<file path="src/stf_pkg.sv">
// Constants, field layouts and state encodings for the serial transmit formatter.
// Assumes one clock domain and a plain register port with one-cycle strobes.
// Behaviour
// - Port one start sends formatted message.
// - Port two start sends on port two.
// - At most 200 message bytes per instruction.
// - Completion flag set when sequence ends.
// - Status word then sent-byte count word.
// - Start inside interrupt raises execution error.
// - Five pending slots per port.
// - Excess start gets error code, no run.
// - Queued start begins two scans after completion.
// - Held start re-executes every scan.
// - Constant element sends one unchanged byte.
// - Constant masked to seven or eight bits.
// - Word sent in chosen conversion and digits.
// - Repeat sends consecutive words, up to 99; the seven-bit repeat field takes counts up to 127.
// - Optional check character, five formulas.
// - Check covers start position to preceding byte.
// - Status steps 16, 32, 48, 64.
// - Sent count includes check bytes.
package stf_pkg;
  // Register indices on the plain port
  localparam logic [7:0] A_CTRL = 8'h00;
  localparam logic [7:0] A_STAT1 = 8'h01;
  localparam logic [7:0] A_CNT1 = 8'h02;
  localparam logic [7:0] A_STAT2 = 8'h03;
  localparam logic [7:0] A_CNT2 = 8'h04;
  localparam logic [7:0] A_ERR = 8'h05;
  localparam logic [1:0] A_DATA_PAGE = 2'h1; // 0x40..0x7F data words
  localparam logic [2:0] A_PROG_PAGE = 3'h4; // 0x80..0x9F message elements
  // Control register fields
  localparam int C_EIGHT = 0; // Two bits, one per port
  localparam int C_ERRCLR = 2;
  localparam int C_BCCPOS = 3; // Four bits
  localparam int C_BCCF = 7; // Three bits
  localparam logic [9:0] CTRL_RESET = 10'h008;
  // Element fields
  localparam int F_KIND = 30;
  localparam int F_CONV = 28;
  localparam int F_DIG = 25;
  localparam int F_REP = 18;
  localparam logic [1:0] K_CONST = 2'h0;
  localparam logic [1:0] K_WORD = 2'h1;
  localparam logic [1:0] K_BCC = 2'h2;
  localparam logic [1:0] K_END = 2'h3;
  localparam logic [1:0] CV_NONE = 2'h0;
  localparam logic [1:0] CV_BIN = 2'h1;
  localparam logic [1:0] CV_BCD = 2'h2;
  localparam logic [2:0] B_XOR = 3'h0;
  localparam logic [2:0] B_ADD = 3'h1;
  localparam logic [2:0] B_ADD2 = 3'h2;
  localparam logic [2:0] B_MASC = 3'h3;
  localparam logic [2:0] B_MRTU = 3'h4;
  localparam logic [15:0] CRC_POLY = 16'hA001;
  localparam logic [15:0] CRC_INIT = 16'hFFFF;
  localparam logic [7:0] MASK7 = 8'h7F;
  // Limits and status codes
  localparam logic [15:0] MAX_BYTES = 16'h00C8;
  localparam logic [2:0] SLOTS = 3'h5;
  localparam logic [1:0] GAP_SCANS = 2'h2;
  localparam logic [15:0] ST_PREP = 16'h0010;
  localparam logic [15:0] ST_SEND = 16'h0020;
  localparam logic [15:0] ST_POST = 16'h0030;
  localparam logic [15:0] ST_DONE = 16'h0040;
  localparam logic [15:0] ST_ERR_SLOT = 16'h0101;
  typedef enum logic [2:0] {S_IDLE, S_PREP, S_SEND, S_POST, S_GAP} state_t;
endpackage

</file>
<file path="src/serial_transmit_formatter.sv">
// Message formatter feeding two serial byte streams, scan paced.
// Assumes scan_tick marks each end of program scan and inputs are synchronous.
`timescale 1ns/1ps
module serial_transmit_formatter
(
  // Clock and reset
  input wire logic clk,
  input wire logic rst_b,
  // Scan pacing and instruction starts
  input wire logic scan_tick,
  input wire logic in_interrupt,
  input wire logic port_one_transmit_instr,
  input wire logic port_two_transmit_instr,
  // Register port
  input wire logic [7:0] addr,
  input wire logic [31:0] wdata,
  input wire logic we,
  input wire logic re,
  output logic [31:0] rdata,
  // Serial port one byte stream
  output logic [7:0] tx_one_data,
  output logic tx_one_valid,
  input wire logic tx_one_ready,
  // Serial port two byte stream
  output logic [7:0] tx_two_data,
  output logic tx_two_valid,
  input wire logic tx_two_ready,
  // Flags
  output logic completion_flag_one,
  output logic completion_flag_two,
  output logic exec_error_relay,
  output logic error_indicator
);
  // Whole control state in one record
  typedef struct packed {
    stf_pkg::state_t st;
    logic port; // Port being served, 0 is port one
    logic [4:0] ep; // Element pointer
    logic [2:0] dg; // Digit index inside element
    logic [6:0] rp; // Repeat index
    logic [1:0][2:0] pend;
    logic [1:0][15:0] stat;
    logic [1:0][15:0] cnt;
    logic [1:0] done;
    logic [7:0] xacc;
    logic [15:0] aacc;
    logic [15:0] crc;
    logic [7:0] lrc;
    logic nhi; // A high nibble is held for the LRC pair
    logic [3:0] nib;
    logic [1:0] gap;
    logic [9:0] ctrl;
    logic err;
    logic ov;
    logic [7:0] ob;
    logic [31:0] rd;
  } state_rec_t;
  state_rec_t r_r, r_nxt;
  // Memories written only by software
  logic [31:0] prog_mem [0:31];
  logic [15:0] data_mem [0:63];
  // Combinational helpers
  logic [31:0] el;
  logic [15:0] wv;
  logic [1:0] kind;
  logic [2:0] ndig;
  logic [6:0] nrep;
  logic [7:0] byte_v;
  logic [15:0] bccv;
  logic [15:0] posn;
  logic last_dig, last_rep, stop, rdy, take;
  logic [1:0] req;
  // Uppercase hex character
  function automatic logic [7:0] hex_char(input logic [3:0] v);
    hex_char = (v < 4'hA) ? (8'h30 + {4'h0, v}) : (8'h37 + {4'h0, v});
  endfunction
  // Character back to nibble, for the Modbus ASCII pair sum
  function automatic logic [3:0] hex_val(input logic [7:0] c);
    hex_val = (c >= 8'h41) ? 4'((c - 8'h37)) : c[3:0];
  endfunction
  // Binary to decimal digits by shift and add three
  function automatic logic [19:0] dabble(input logic [15:0] v);
    logic [35:0] s;
    s = {20'h00000, v};
    for (int i = 0; i < 16; i++)
    begin
      for (int d = 0; d < 5; d++)
        if (s[16 + 4 * d +: 4] > 4'h4)
          s[16 + 4 * d +: 4] = s[16 + 4 * d +: 4] + 4'h3;
      s = {s[34:0], 1'b0};
    end
    dabble = s[35:16];
  endfunction
  // One byte of the Modbus RTU check
  function automatic logic [15:0] crc_step(input logic [15:0] c, input logic [7:0] b);
    logic [15:0] x;
    x = c ^ {8'h00, b};
    for (int i = 0; i < 8; i++)
      x = x[0] ? ((x >> 1) ^ stf_pkg::CRC_POLY) : (x >> 1);
    crc_step = x;
  endfunction
  // Element decode and byte generation
  always_comb
  begin
    el = prog_mem[r_r.ep];
    kind = el[stf_pkg::F_KIND +: 2];
    wv = data_mem[6'(el[5:0] + r_r.rp[5:0])];
    nrep = (el[stf_pkg::F_REP +: 7] == 7'h00) ? 7'h01 : el[stf_pkg::F_REP +: 7];
    ndig = (kind == stf_pkg::K_CONST) ? 3'h1 : el[stf_pkg::F_DIG +: 3];
    if (ndig == 3'h0)
      ndig = 3'h1;
    case (r_r.ctrl[stf_pkg::C_BCCF +: 3])
      stf_pkg::B_XOR: bccv = {8'h00, r_r.xacc};
      stf_pkg::B_ADD: bccv = r_r.aacc;
      stf_pkg::B_ADD2: bccv = 16'(-r_r.aacc);
      stf_pkg::B_MASC: bccv = {8'h00, 8'(-r_r.lrc)};
      default: bccv = r_r.crc;
    endcase
    byte_v = 8'h00;
    if (kind == stf_pkg::K_CONST)
    begin
      // Constant goes out as is, trimmed to the port's data bits
      byte_v = r_r.ctrl[stf_pkg::C_EIGHT + r_r.port] ? el[7:0] : (el[7:0] & stf_pkg::MASK7);
    end
    else if (kind == stf_pkg::K_WORD)
    begin
      // Most significant selected digit first, low digits kept
      case (el[stf_pkg::F_CONV +: 2])
        stf_pkg::CV_BIN: byte_v = hex_char(4'(wv >> (4 * (ndig - 3'h1 - r_r.dg))));
        stf_pkg::CV_BCD: byte_v = hex_char(4'(dabble(wv) >> (4 * (ndig - 3'h1 - r_r.dg))));
        default: byte_v = (ndig > 3'h1 && r_r.dg == 3'h0) ? wv[15:8] : wv[7:0];
      endcase
    end
    else if (kind == stf_pkg::K_BCC)
    begin
      // RTU check without hex conversion goes low byte first, the rest high digit first
      if (el[stf_pkg::F_CONV +: 2] == stf_pkg::CV_BIN)
        byte_v = hex_char(4'(bccv >> (4 * (ndig - 3'h1 - r_r.dg))));
      else if (r_r.ctrl[stf_pkg::C_BCCF +: 3] == stf_pkg::B_MRTU)
        byte_v = (r_r.dg == 3'h0) ? bccv[7:0] : bccv[15:8];
      else
        byte_v = (ndig > 3'h1 && r_r.dg == 3'h0) ? bccv[15:8] : bccv[7:0];
    end
    last_dig = (r_r.dg == ndig - 3'h1);
    last_rep = (kind != stf_pkg::K_WORD) || (r_r.rp == nrep - 7'h01);
    // Message ends at end marker or byte ceiling; the element pointer wraps after the last slot
    stop = (kind == stf_pkg::K_END) || (r_r.cnt[r_r.port] >= stf_pkg::MAX_BYTES);
    rdy = r_r.port ? tx_two_ready : tx_one_ready;
    take = (r_r.st == stf_pkg::S_SEND) && !r_r.ov && !stop;
    posn = r_r.cnt[r_r.port] + 16'h0001;
  end
  // Start requests sampled at the scan boundary, outside interrupts
  assign req = (scan_tick && !in_interrupt) ?
               {port_two_transmit_instr, port_one_transmit_instr} : 2'b00;
  // Next state
  always_comb
  begin
    r_nxt = r_r;
    r_nxt.rd = 32'h00000000;
    // Register writes
    if (we && addr == stf_pkg::A_CTRL)
      r_nxt.ctrl = wdata[9:0];
    if (we && addr == stf_pkg::A_CTRL && wdata[stf_pkg::C_ERRCLR])
      r_nxt.err = 1'b0;
    // Interrupt-context start is refused and flagged; set beats clear
    if (scan_tick && in_interrupt && (port_one_transmit_instr || port_two_transmit_instr))
      r_nxt.err = 1'b1;
    r_nxt.ctrl[stf_pkg::C_ERRCLR] = 1'b0;
    // Slot bookkeeping per port
    for (int p = 0; p < 2; p++)
    begin
      if (req[p])
      begin
        if (r_r.pend[p] < stf_pkg::SLOTS)
        begin
          r_nxt.pend[p] = r_r.pend[p] + 3'h1;
          if (!(r_r.st != stf_pkg::S_IDLE && r_r.port == 1'(p)))
          begin
            r_nxt.stat[p] = stf_pkg::ST_PREP;
            r_nxt.done[p] = 1'b0;
          end
        end
        else
          r_nxt.stat[p] = stf_pkg::ST_ERR_SLOT;
      end
    end
    // Output byte leaves on handshake
    if (r_r.ov && rdy)
      r_nxt.ov = 1'b0;
    case (r_r.st)
      stf_pkg::S_IDLE:
      begin
        // Port one has priority when both are queued
        if (r_r.pend[0] != 3'h0 || r_r.pend[1] != 3'h0)
        begin
          r_nxt.port = (r_r.pend[0] == 3'h0);
          r_nxt.pend[r_nxt.port] = r_nxt.pend[r_nxt.port] - 3'h1;
          r_nxt.cnt[r_nxt.port] = 16'h0000;
          r_nxt.ep = 5'h00;
          r_nxt.dg = 3'h0;
          r_nxt.rp = 7'h00;
          r_nxt.xacc = 8'h00;
          r_nxt.aacc = 16'h0000;
          r_nxt.crc = stf_pkg::CRC_INIT;
          r_nxt.lrc = 8'h00;
          r_nxt.nhi = 1'b0;
          r_nxt.st = stf_pkg::S_PREP;
        end
      end
      stf_pkg::S_PREP:
      begin
        // Transmission is enabled at the next scan end
        if (scan_tick)
        begin
          r_nxt.st = stf_pkg::S_SEND;
          r_nxt.stat[r_r.port] = stf_pkg::ST_SEND;
        end
      end
      stf_pkg::S_SEND:
      begin
        if (!r_r.ov && stop)
        begin
          r_nxt.st = stf_pkg::S_POST;
          r_nxt.stat[r_r.port] = stf_pkg::ST_POST;
        end
        else if (take)
        begin
          r_nxt.ov = 1'b1;
          r_nxt.ob = byte_v;
          r_nxt.cnt[r_r.port] = posn;
          // Check covers data bytes from the chosen position on
          if (kind != stf_pkg::K_BCC && posn >= {12'h000, r_r.ctrl[stf_pkg::C_BCCPOS +: 4]})
          begin
            r_nxt.xacc = r_r.xacc ^ byte_v;
            r_nxt.aacc = r_r.aacc + {8'h00, byte_v};
            r_nxt.crc = crc_step(r_r.crc, byte_v);
            r_nxt.nhi = !r_r.nhi;
            if (!r_r.nhi)
              r_nxt.nib = hex_val(byte_v);
            else
              r_nxt.lrc = r_r.lrc + {r_r.nib, hex_val(byte_v)};
          end
          // Advance digit, repeat, element
          if (!last_dig)
            r_nxt.dg = r_r.dg + 3'h1;
          else
          begin
            r_nxt.dg = 3'h0;
            if (!last_rep)
              r_nxt.rp = r_r.rp + 7'h01;
            else
            begin
              r_nxt.rp = 7'h00;
              r_nxt.ep = r_r.ep + 5'h01;
            end
          end
        end
      end
      stf_pkg::S_POST:
      begin
        // End processing at scan end completes the instruction
        if (scan_tick)
        begin
          r_nxt.st = stf_pkg::S_GAP;
          r_nxt.gap = stf_pkg::GAP_SCANS;
          r_nxt.stat[r_r.port] = stf_pkg::ST_DONE;
          r_nxt.done[r_r.port] = 1'b1;
        end
      end
      stf_pkg::S_GAP:
      begin
        // Queued work waits two scans after completion
        if (scan_tick)
        begin
          r_nxt.gap = r_r.gap - 2'h1;
          if (r_r.gap == 2'h1)
            r_nxt.st = stf_pkg::S_IDLE;
        end
      end
      default: r_nxt.st = stf_pkg::S_IDLE;
    endcase
    // Read data stands in the cycle after the strobe
    if (re)
    begin
      case (addr)
        stf_pkg::A_CTRL: r_nxt.rd = {22'h0, r_r.ctrl};
        stf_pkg::A_STAT1: r_nxt.rd = {16'h0000, r_r.stat[0]};
        stf_pkg::A_CNT1: r_nxt.rd = {16'h0000, r_r.cnt[0]};
        stf_pkg::A_STAT2: r_nxt.rd = {16'h0000, r_r.stat[1]};
        stf_pkg::A_CNT2: r_nxt.rd = {16'h0000, r_r.cnt[1]};
        stf_pkg::A_ERR: r_nxt.rd = {31'h0, r_r.err};
        default:
        begin
          if (addr[7:6] == stf_pkg::A_DATA_PAGE)
            r_nxt.rd = {16'h0000, data_mem[addr[5:0]]};
          else if (addr[7:5] == stf_pkg::A_PROG_PAGE)
            r_nxt.rd = prog_mem[addr[4:0]];
        end
      endcase
    end
  end
  // State register
  always_ff @(posedge clk or negedge rst_b)
  begin
    if (!rst_b)
    begin
      r_r <= '0;
      r_r.st <= stf_pkg::S_IDLE;
      r_r.ctrl <= stf_pkg::CTRL_RESET;
    end
    else
      r_r <= r_nxt;
  end
  // Memories take no reset; software loads them before any start
  always_ff @(posedge clk)
  begin
    if (we && addr[7:6] == stf_pkg::A_DATA_PAGE)
      data_mem[addr[5:0]] <= wdata[15:0];
    if (we && addr[7:5] == stf_pkg::A_PROG_PAGE)
      prog_mem[addr[4:0]] <= wdata;
  end
  // Outputs
  assign rdata = r_r.rd;
  assign tx_one_data = r_r.ob;
  assign tx_two_data = r_r.ob;
  assign tx_one_valid = r_r.ov && !r_r.port;
  assign tx_two_valid = r_r.ov && r_r.port;
  assign completion_flag_one = r_r.done[0];
  assign completion_flag_two = r_r.done[1];
  assign exec_error_relay = r_r.err;
  assign error_indicator = r_r.err;
endmodule

</file>
<file path="config.mk">
export PLATFORM = sky130hd
export DESIGN_NAME = serial_transmit_formatter
export DESIGN_NICKNAME = d
export VERILOG_FILES = /design/src/stf_pkg.sv /design/src/serial_transmit_formatter.sv
export SDC_FILE = /design/constraint.sdc
export NUM_CORES = 2
export LEC_CHECK = 0
export BUFFER_PORTS_ARGS = -buffer_cell sky130_fd_sc_hd__buf_2
export CAP_MARGIN = 20
export CORE_MARGIN = 1.5
export CORE_UTILIZATION = 54
export CTS_CLUSTER_SIZE = 16
export DETAILED_ROUTE_END_ITERATION = 10
export GPL_TIMING_DRIVEN = 0
export HOLD_SLACK_MARGIN = 0.15
export PLACE_DENSITY = 0.7
export SLEW_MARGIN = 20
export SYNTH_ARGS = -nofsm -noshare
export SYNTH_HDL_FRONTEND = slang
export SYNTH_SLANG_ARGS = --single-unit
</file>
<file path="constraint.sdc">
create_clock -name clk -period 28.1 [get_ports clk]
set_input_delay 5.62 -clock clk [delete_from_list [all_inputs] [get_ports clk]]
set_output_delay 5.62 -clock clk [all_outputs]
set_load 0.1 [all_outputs]
</file>
After elaboration in Yosys (flattened, before gate mapping)
Memories as Yosys holds them, arrays and structs flattened.
Cells that the tools add are included.

operators by class
  equality and inequality tests = 37
  mux-type cells = 250
  $add $sub $neg = 59
  reductions and logical operators = 52
  bitwise operators = 25
  shifts and indexed selects = 3
  multiply operators = 0
  div/mod/pow operators = 0
  order comparisons = 49

operator list
  kind                                                           count
  two-way mux 4 bit                                              138
  two-way mux 16 bit                                             18
  two-way mux 32 bit                                             9
  case mux 32 bit (6 select lines)                               1
  two-way mux 53 bit                                             3
  adder 4 x 2 -> 4 bit, second input constant                    30
  greater-than comparator 4 x 3 -> 1 bit, second input constant  30
  case mux 49 bit (2 select lines)                               1
  case mux 32 bit (3 select lines)                               1
  two-way mux 8 bit                                              10
  case mux 16 bit (4 select lines)                               1
  case mux 32 bit (2 select lines)                               1
  >> shifter 16 x 32 -> 4 bit                                    2
  AND 30 bit                                                     2
  NOT 30 bit                                                     2
  two-way mux 3 bit                                              19
  two-way mux 49 bit                                             1
  adder 6 x 4 -> 7 bit, first input constant                     6
  two-way mux 7 bit                                              6
  AND 32 bit                                                     1
  bitwise mux 32 bit                                             1
  demux 16 bit (select 1 bit)                                    2
  NOT 32 bit                                                     1
  >> shifter 20 x 32 -> 4 bit                                    1
  other kinds (75)                                               188

word-level totals
  bits of input ports = 50
  latch bits = 0
  register bits = 197
  bits in writable memories = 2,048
  word-level logic and storage cells = 501
  memory bits (read-only) = 0
  output and inout bits = 54
  memories = 2

memories
  memory    words  width  rd ports  clocked after Yosys merged registers in  wr ports  RTL line                         RTL
  data_mem  64     16     2         0                                        1         serial_transmit_formatter.sv:61  logic [15:0] data_mem [0:63];
  prog_mem  32     32     2         0                                        1         serial_transmit_formatter.sv:60  logic [31:0] prog_mem [0:31];

Depth between registers and ports, before layout
An unclocked memory read counts as a cell.

  depth after elaboration = 95
  mapped depth = 113

Least setup slack after synthesis
OpenSTA, ideal clock, no wires.

  kind = flip-flop to flip-flop
  start point = reg r_r[189] (netlist bit)
  end point = reg r_r[66] (netlist bit)
  path buffers = 17
  path slack = 4.703 ns
  period minus slack after synthesis = 23.397 ns
  data arrival time = 23.262 ns
  stages on the path, launching flop included = 112
  data required time = 27.965 ns
  cell sequence = dfrtp_1 > buf_6 > buf_8 > buf_1 > clkbuf_1 > clkbuf_1 > clkbuf_1 > buf_1 > clkbuf_1 > buf_1 > buf_1 > mux4_2 > mux4_2 > mux2i_1 > inv_1 > ha_1 > a21o_1 > a21oi_1 > (+76 left out) > o21ai_0 > inv_1 > ha_1 > or3b_1 > o41ai_2 > nand2_1 > mux2_4 > ha_1 > nand3_1 > nand2_1 > a21o_1 > a21o_1 > a21o_1 > a21oi_1 > xor2_1 > nor3_1 > a21oi_1 > o21ai_0

between the ends
  cells in the longest elaborated chain, start to end = 82
  elaborated cells between the ends (all ways) = 269
  classes of those cells = add/sub: 46; order compare: 40; eq/ne: 9; shift: 3; mux: 160; reduce/logical: 9; memory: 2

RTL lines
  element                                                                                         RTL line                                                          RTL
  start: declaration                                                                              serial_transmit_formatter.sv:58                                   state_rec_t r_r, r_nxt;
  start signal: assignment                                                                        serial_transmit_formatter.sv:312                                  r_r <= r_nxt;
  memory read (32 x 32 bit) (*)                                                                   --
  adder 6 bit                                                                                     serial_transmit_formatter.sv:107                                  wv = data_mem[6'(el[5:0] + r_r.rp[5:0])];
  memory read (64 x 16 bit)                                                                       --
  adder 3 x 2 -> 4 bit / greater-than comparator 3 bit (equally long branches)                    serial_transmit_formatter.sv:89, serial_transmit_formatter.sv:88
  two-way mux 4 bit                                                                               serial_transmit_formatter.sv:88                                   if (s[16 + 4 * d +: 4] > 4'h4)
  two-way mux 4 bit                                                                               serial_transmit_formatter.sv:128                                  case (el[stf_pkg::F_CONV +: 2])
  two-way mux 4 bit                                                                               serial_transmit_formatter.sv:125                                  else if (kind == stf_pkg::K_WORD)
  two-way mux 4 bit                                                                               serial_transmit_formatter.sv:120                                  if (kind == stf_pkg::K_CONST)
  (+66 left out)                                                                                  --
  via byte_v[1]                                                                                   serial_transmit_formatter.sv:68                                   logic [7:0] byte_v;
  greater-or-equal comparator 8 x 7 -> 1 bit / subtractor 4 x 3 -> 4 bit (equally long branches)  serial_transmit_formatter.sv:79                                   hex_val = (c >= 8'h41) ? 4'((c - 8'h37)) : c[3:0];
  two-way mux 4 bit (*)                                                                           serial_transmit_formatter.sv:79
  adder 8 bit (*)                                                                                 serial_transmit_formatter.sv:241                                  r_nxt.lrc = r_r.lrc + {r_r.nib, hex_val(byte_v)};
  two-way mux 8 bit (*)                                                                           serial_transmit_formatter.sv:238                                  if (!r_r.nhi)
  two-way mux 53 bit (*)                                                                          serial_transmit_formatter.sv:232                                  if (kind != stf_pkg::K_BCC && posn >= {12'h000, r_r.ctrl[stf_pkg::C_BCCPOS +: 4]})
  two-way mux 53 bit (*)                                                                          serial_transmit_formatter.sv:226                                  else if (take)
  two-way mux 53 bit (*)                                                                          serial_transmit_formatter.sv:221                                  if (!r_r.ov && stop)
  case mux 49 bit (2 select lines) (*)                                                            serial_transmit_formatter.sv:190                                  case (r_r.st)

The timed path passes the listed nets; every way through them passes the cells marked *. The select of a mux whose other input is x is not followed.
A chain may end at the register's enable or synchronous reset.

Final worst setup path
  start point = reg r_r[190] (netlist bit)
  end point = reg r_r[66] (netlist bit)

Same word-level chain as after synthesis.

==> PnR_summary.wiki <==
{| class="wikitable"
! Metric !! Value
|-
| Run status || finished clean
|-
| GRT Resource Usage Total || 0.361
|-
| WS Path Type || flop to flop
|-
| Core ar. || 205000 sq um
|-
| Type of element launching the critical path || flop
|-
| Area of the die || 208000 sq um
|-
| Clock slew seen by the registers of the worst setup and hold paths || 60 ps
|-
| Remaining global-route overflow || 0
|-
| Count of vias placed by the detailed router || 72.8k
|-
| Vertical die dimension || 457 um
|-
| Routability congestion estimate from global placement || 0.965
|-
| Library cell with the largest summed area after synthesis || sky130_fd_sc_hd__edfxtp_1
|-
| Post-synth EDFFs || 2048
|-
| Synth Cell Area || 111000 sq um
|-
| CP max stage cell || sky130_fd_sc_hd__a32oi_1
|-
| Sequential element share of the synthesized area || 0.598
|-
| MaxCap Viol Count || 0
|-
| Data required time at the worst endpoint || 28870 ps
|-
| Fraction of final layout cells sized beyond drive strength 1 || 0.318
|-
| Count of endpoints failing setup in the final report || 0
|-
| Count of endpoints failing hold in the final timing report || 0
|-
| Largest stage delay, worst path || 850 ps
|-
| Deepest level of the CTS H-tree || 4
|-
| Crit Path Max Fanout || 19
|-
| Maximum number of pins on one net before global-route repair || 97
|-
| Via/cell ratio || 7.43
|-
| Detailed route wirelength on metal3 || 61800 um
|-
| Most used flip-flop cell after synthesis || sky130_fd_sc_hd__edfxtp_1
|-
| Most used cells in the layout excluding fill and tap cells || sky130_fd_sc_hd__edfxtp_1 (2048), sky130_fd_sc_hd__mux4_2 (1145), sky130_fd_sc_hd__nand2_1 (473)
|-
| Final Slew Violations || 0
|-
| Yosys warning count || 0
|-
| Measured slew at the worst slew-check pin || 1290 ps
|-
| Number of rows created at floorplan || 166
|-
| Post-detailed-routing wire length || 378000 um
|-
| Ranking of synthesized cells by area || sky130_fd_sc_hd__edfxtp_1 (55%), sky130_fd_sc_hd__mux4_2 (23%), sky130_fd_sc_hd__dfrtp_1 (4.4%), sky130_fd_sc_hd__nand2_1 (1.6%), sky130_fd_sc_hd__ha_1 (1.1%)
|-
| Synthesized net count || 6612
|-
| TritonCTS buffer count || 223
|-
| I/O Buffers || 95
|-
| Data arrival time of the critical path || 27100 ps
|-
| Initial Utilization || 0.543
|-
| Area share of the largest cell type after synthesis || 0.554
|-
| Async SR Flop Fraction || 0.0878
|-
| Root buffer cell || sky130_fd_sc_hd__clkbuf_16
|-
| Number of DRC markers in iteration 0 || 12.6k
|-
| Most common library cell in the layout ignoring fill and taps || sky130_fd_sc_hd__edfxtp_1
|-
| Clock insertion delay at the later pin of the skew report || 920 ps
|-
| Die Wd || 457 um
|-
| Number of unique standard cell types used by synthesis || 145
|-
| Number of design rule violations left after detail routing || 0
|-
| Max frequency || 38.0 MHz
|-
| RSZ-0062 raised after global routing || false
|-
| Largest buffer count on any clock path || 3
|-
| Most repeated library cell on the critical path || sky130_fd_sc_hd__ha_1
|-
| Post-synthesis to final-layout area growth || 14.3%
|-
| Vias in the first global route || 70.2k
|-
| Number of antenna violations at the first check in global routing || 20
|-
| M1 WL || 129000 um
|-
| Number of top-level pins || 104
|-
| Met2 Routed Length || 166000 um
|-
| Antenna-violating nets left || 0
|-
| CTS tree || yes
|-
| Post-DP HPWL || 264000 um
|-
| # Post-CTS Setup Buffers || 0
|-
| Wire length of the first global-routing pass || 527000 um
|-
| Setup TNS Final || 0 ps
|-
| Final routed wire length divided by cell count || 38.6 um
|-
| Largest clock skew in the final design || 45.9 ps
|-
| Post-synthesis register bit count || 2245
|-
| Number of search-and-repair iterations in the first detailed-routing pass || 9
|-
| Final Net Count || 7073
|-
| Hold buffers post-CTS || 0
|-
| Slew headroom || 0.143
|-
| Post-route clock period utilization || 0.937
|-
| Max layer used || met5
|-
| Sort of element at the end of the critical path || flop
|-
| Cell count after synthesis || 6459
|-
| Total number of clock tree sinks || 2245
|-
| Mean instance size in the synthesized netlist || 17.2 sq um
|-
| Hold/Removal Path Class || flop to flop
|-
| Final critical delay including setup and external delays || 26330 ps
|}
registers in the layout (all words and copies together), names as in the netlist:
signal	count
prog_mem	1024
error_indicator	1
rdata	32
completion_flag_one	1
r_r	154
completion_flag_two	1
tx_one_data	8
data_mem	1024
layer usage:
layer  GRT usage  vias to the layer above
met5           0                        -
met4       0.174                       12
met2       0.524                     6540
met1       0.474                    37600
met3       0.151                     1100
li1            -                    27600
through the flow:
stage / hold slack (ps) / std cells / instance area (sq um) / setup WS (ps) / utilization
after floorplan: 447 / 6459 / 111000 / 4700 / -
after global placement: 465 / 9242 / 115000 / -2740 / 0.562
after detailed placement: 471 / 9383 / 119000 / -2300 / 0.583
after CTS: 490 / 9790 / 127000 / 40.7 / 0.620
after global routing: 501 / 9797 / 127000 / 125 / 0.621
final: 489 / 9804 / 127000 / 1770 / 0.621
area by class of cell:
type | count | area (sq um)
Antenna cell | 12 | 30.0
Tap cell | 2688 | 3360
Timing Repair Buffer | 242 | 3960
Sequential cell | 2245 | 66400
Inverter | 115 | 433
Fill cell | 14200 | 77600
Multi-Input combinational cell | 3619 | 42900
Buffer | 474 | 2380
Clock buffer | 280 | 5970
Clock inverter | 129 | 1590
timing repair:
action                                 4_1_cts  5_1_grt
gates resized for setup                     10       15
setup endpoints to repair                   28       24
endpoints found under the hold margin        0        0
worst max-delay path, delay by kind of cell (launching register included):
family	cells	cell delay (ps)
compound gates	36	7250
buf+inv	21	6180
simple gates	27	4610
fa+ha+maj	14	3720
xor+xnor	7	2200
mux	4	1700
flops	1	360
worst paths after layout:
kind / from / endpoint / slack [ps] / cells after the start
setup reg to reg: r_r[190] / r_r[66] / 1770 / 109
setup / recovery: r_r[190] / r_r[66] / 1770 / 109
hold / removal: r_r[152] / r_r[152] / 490 / 1
min in group asynchronous: rst_b / tx_one_data[4] / 4580 / 1
max in group asynchronous: rst_b / r_r[45] / 22290 / 3
hold reg to reg: r_r[152] / r_r[152] / 490 / 1
kinds of logic (layout without fill, tap and decap cells):
group,count (synthesis),in the layout,synth area share
AND/OR/NAND/NOR,1312,1312,0.0564
XOR/XNOR,134,134,0.0115
buffers and inverters,595,1240,0.0239
flip-flops,2245,2245,0.598
multiplexers,1345,1345,0.251
adder cells (fa/ha/maj),104,104,0.0120
AO/OA/AOI/OAI,724,724,0.0469
other,0,12,0
Yosys cell counts, types with 66 or more instances:
library cell / count
sky130_fd_sc_hd__nor2_1: 299
sky130_fd_sc_hd__ha_1: 99
sky130_fd_sc_hd__buf_4: 78
sky130_fd_sc_hd__inv_1: 109
sky130_fd_sc_hd__mux4_2: 1145
sky130_fd_sc_hd__nand3_1: 142
sky130_fd_sc_hd__a21oi_1: 143
sky130_fd_sc_hd__buf_1: 97
sky130_fd_sc_hd__o21ai_0: 124
sky130_fd_sc_hd__nand2_1: 473
sky130_fd_sc_hd__clkbuf_1: 259
sky130_fd_sc_hd__a31oi_1: 66
sky130_fd_sc_hd__xnor2_1: 72
sky130_fd_sc_hd__edfxtp_1: 2048
sky130_fd_sc_hd__mux2_2: 75
sky130_fd_sc_hd__dfrtp_1: 196
sky130_fd_sc_hd__mux2i_1: 117
Power is not shown: default switching activity piles up to over one toggle a cycle in this logic, so the estimate is an artifact.
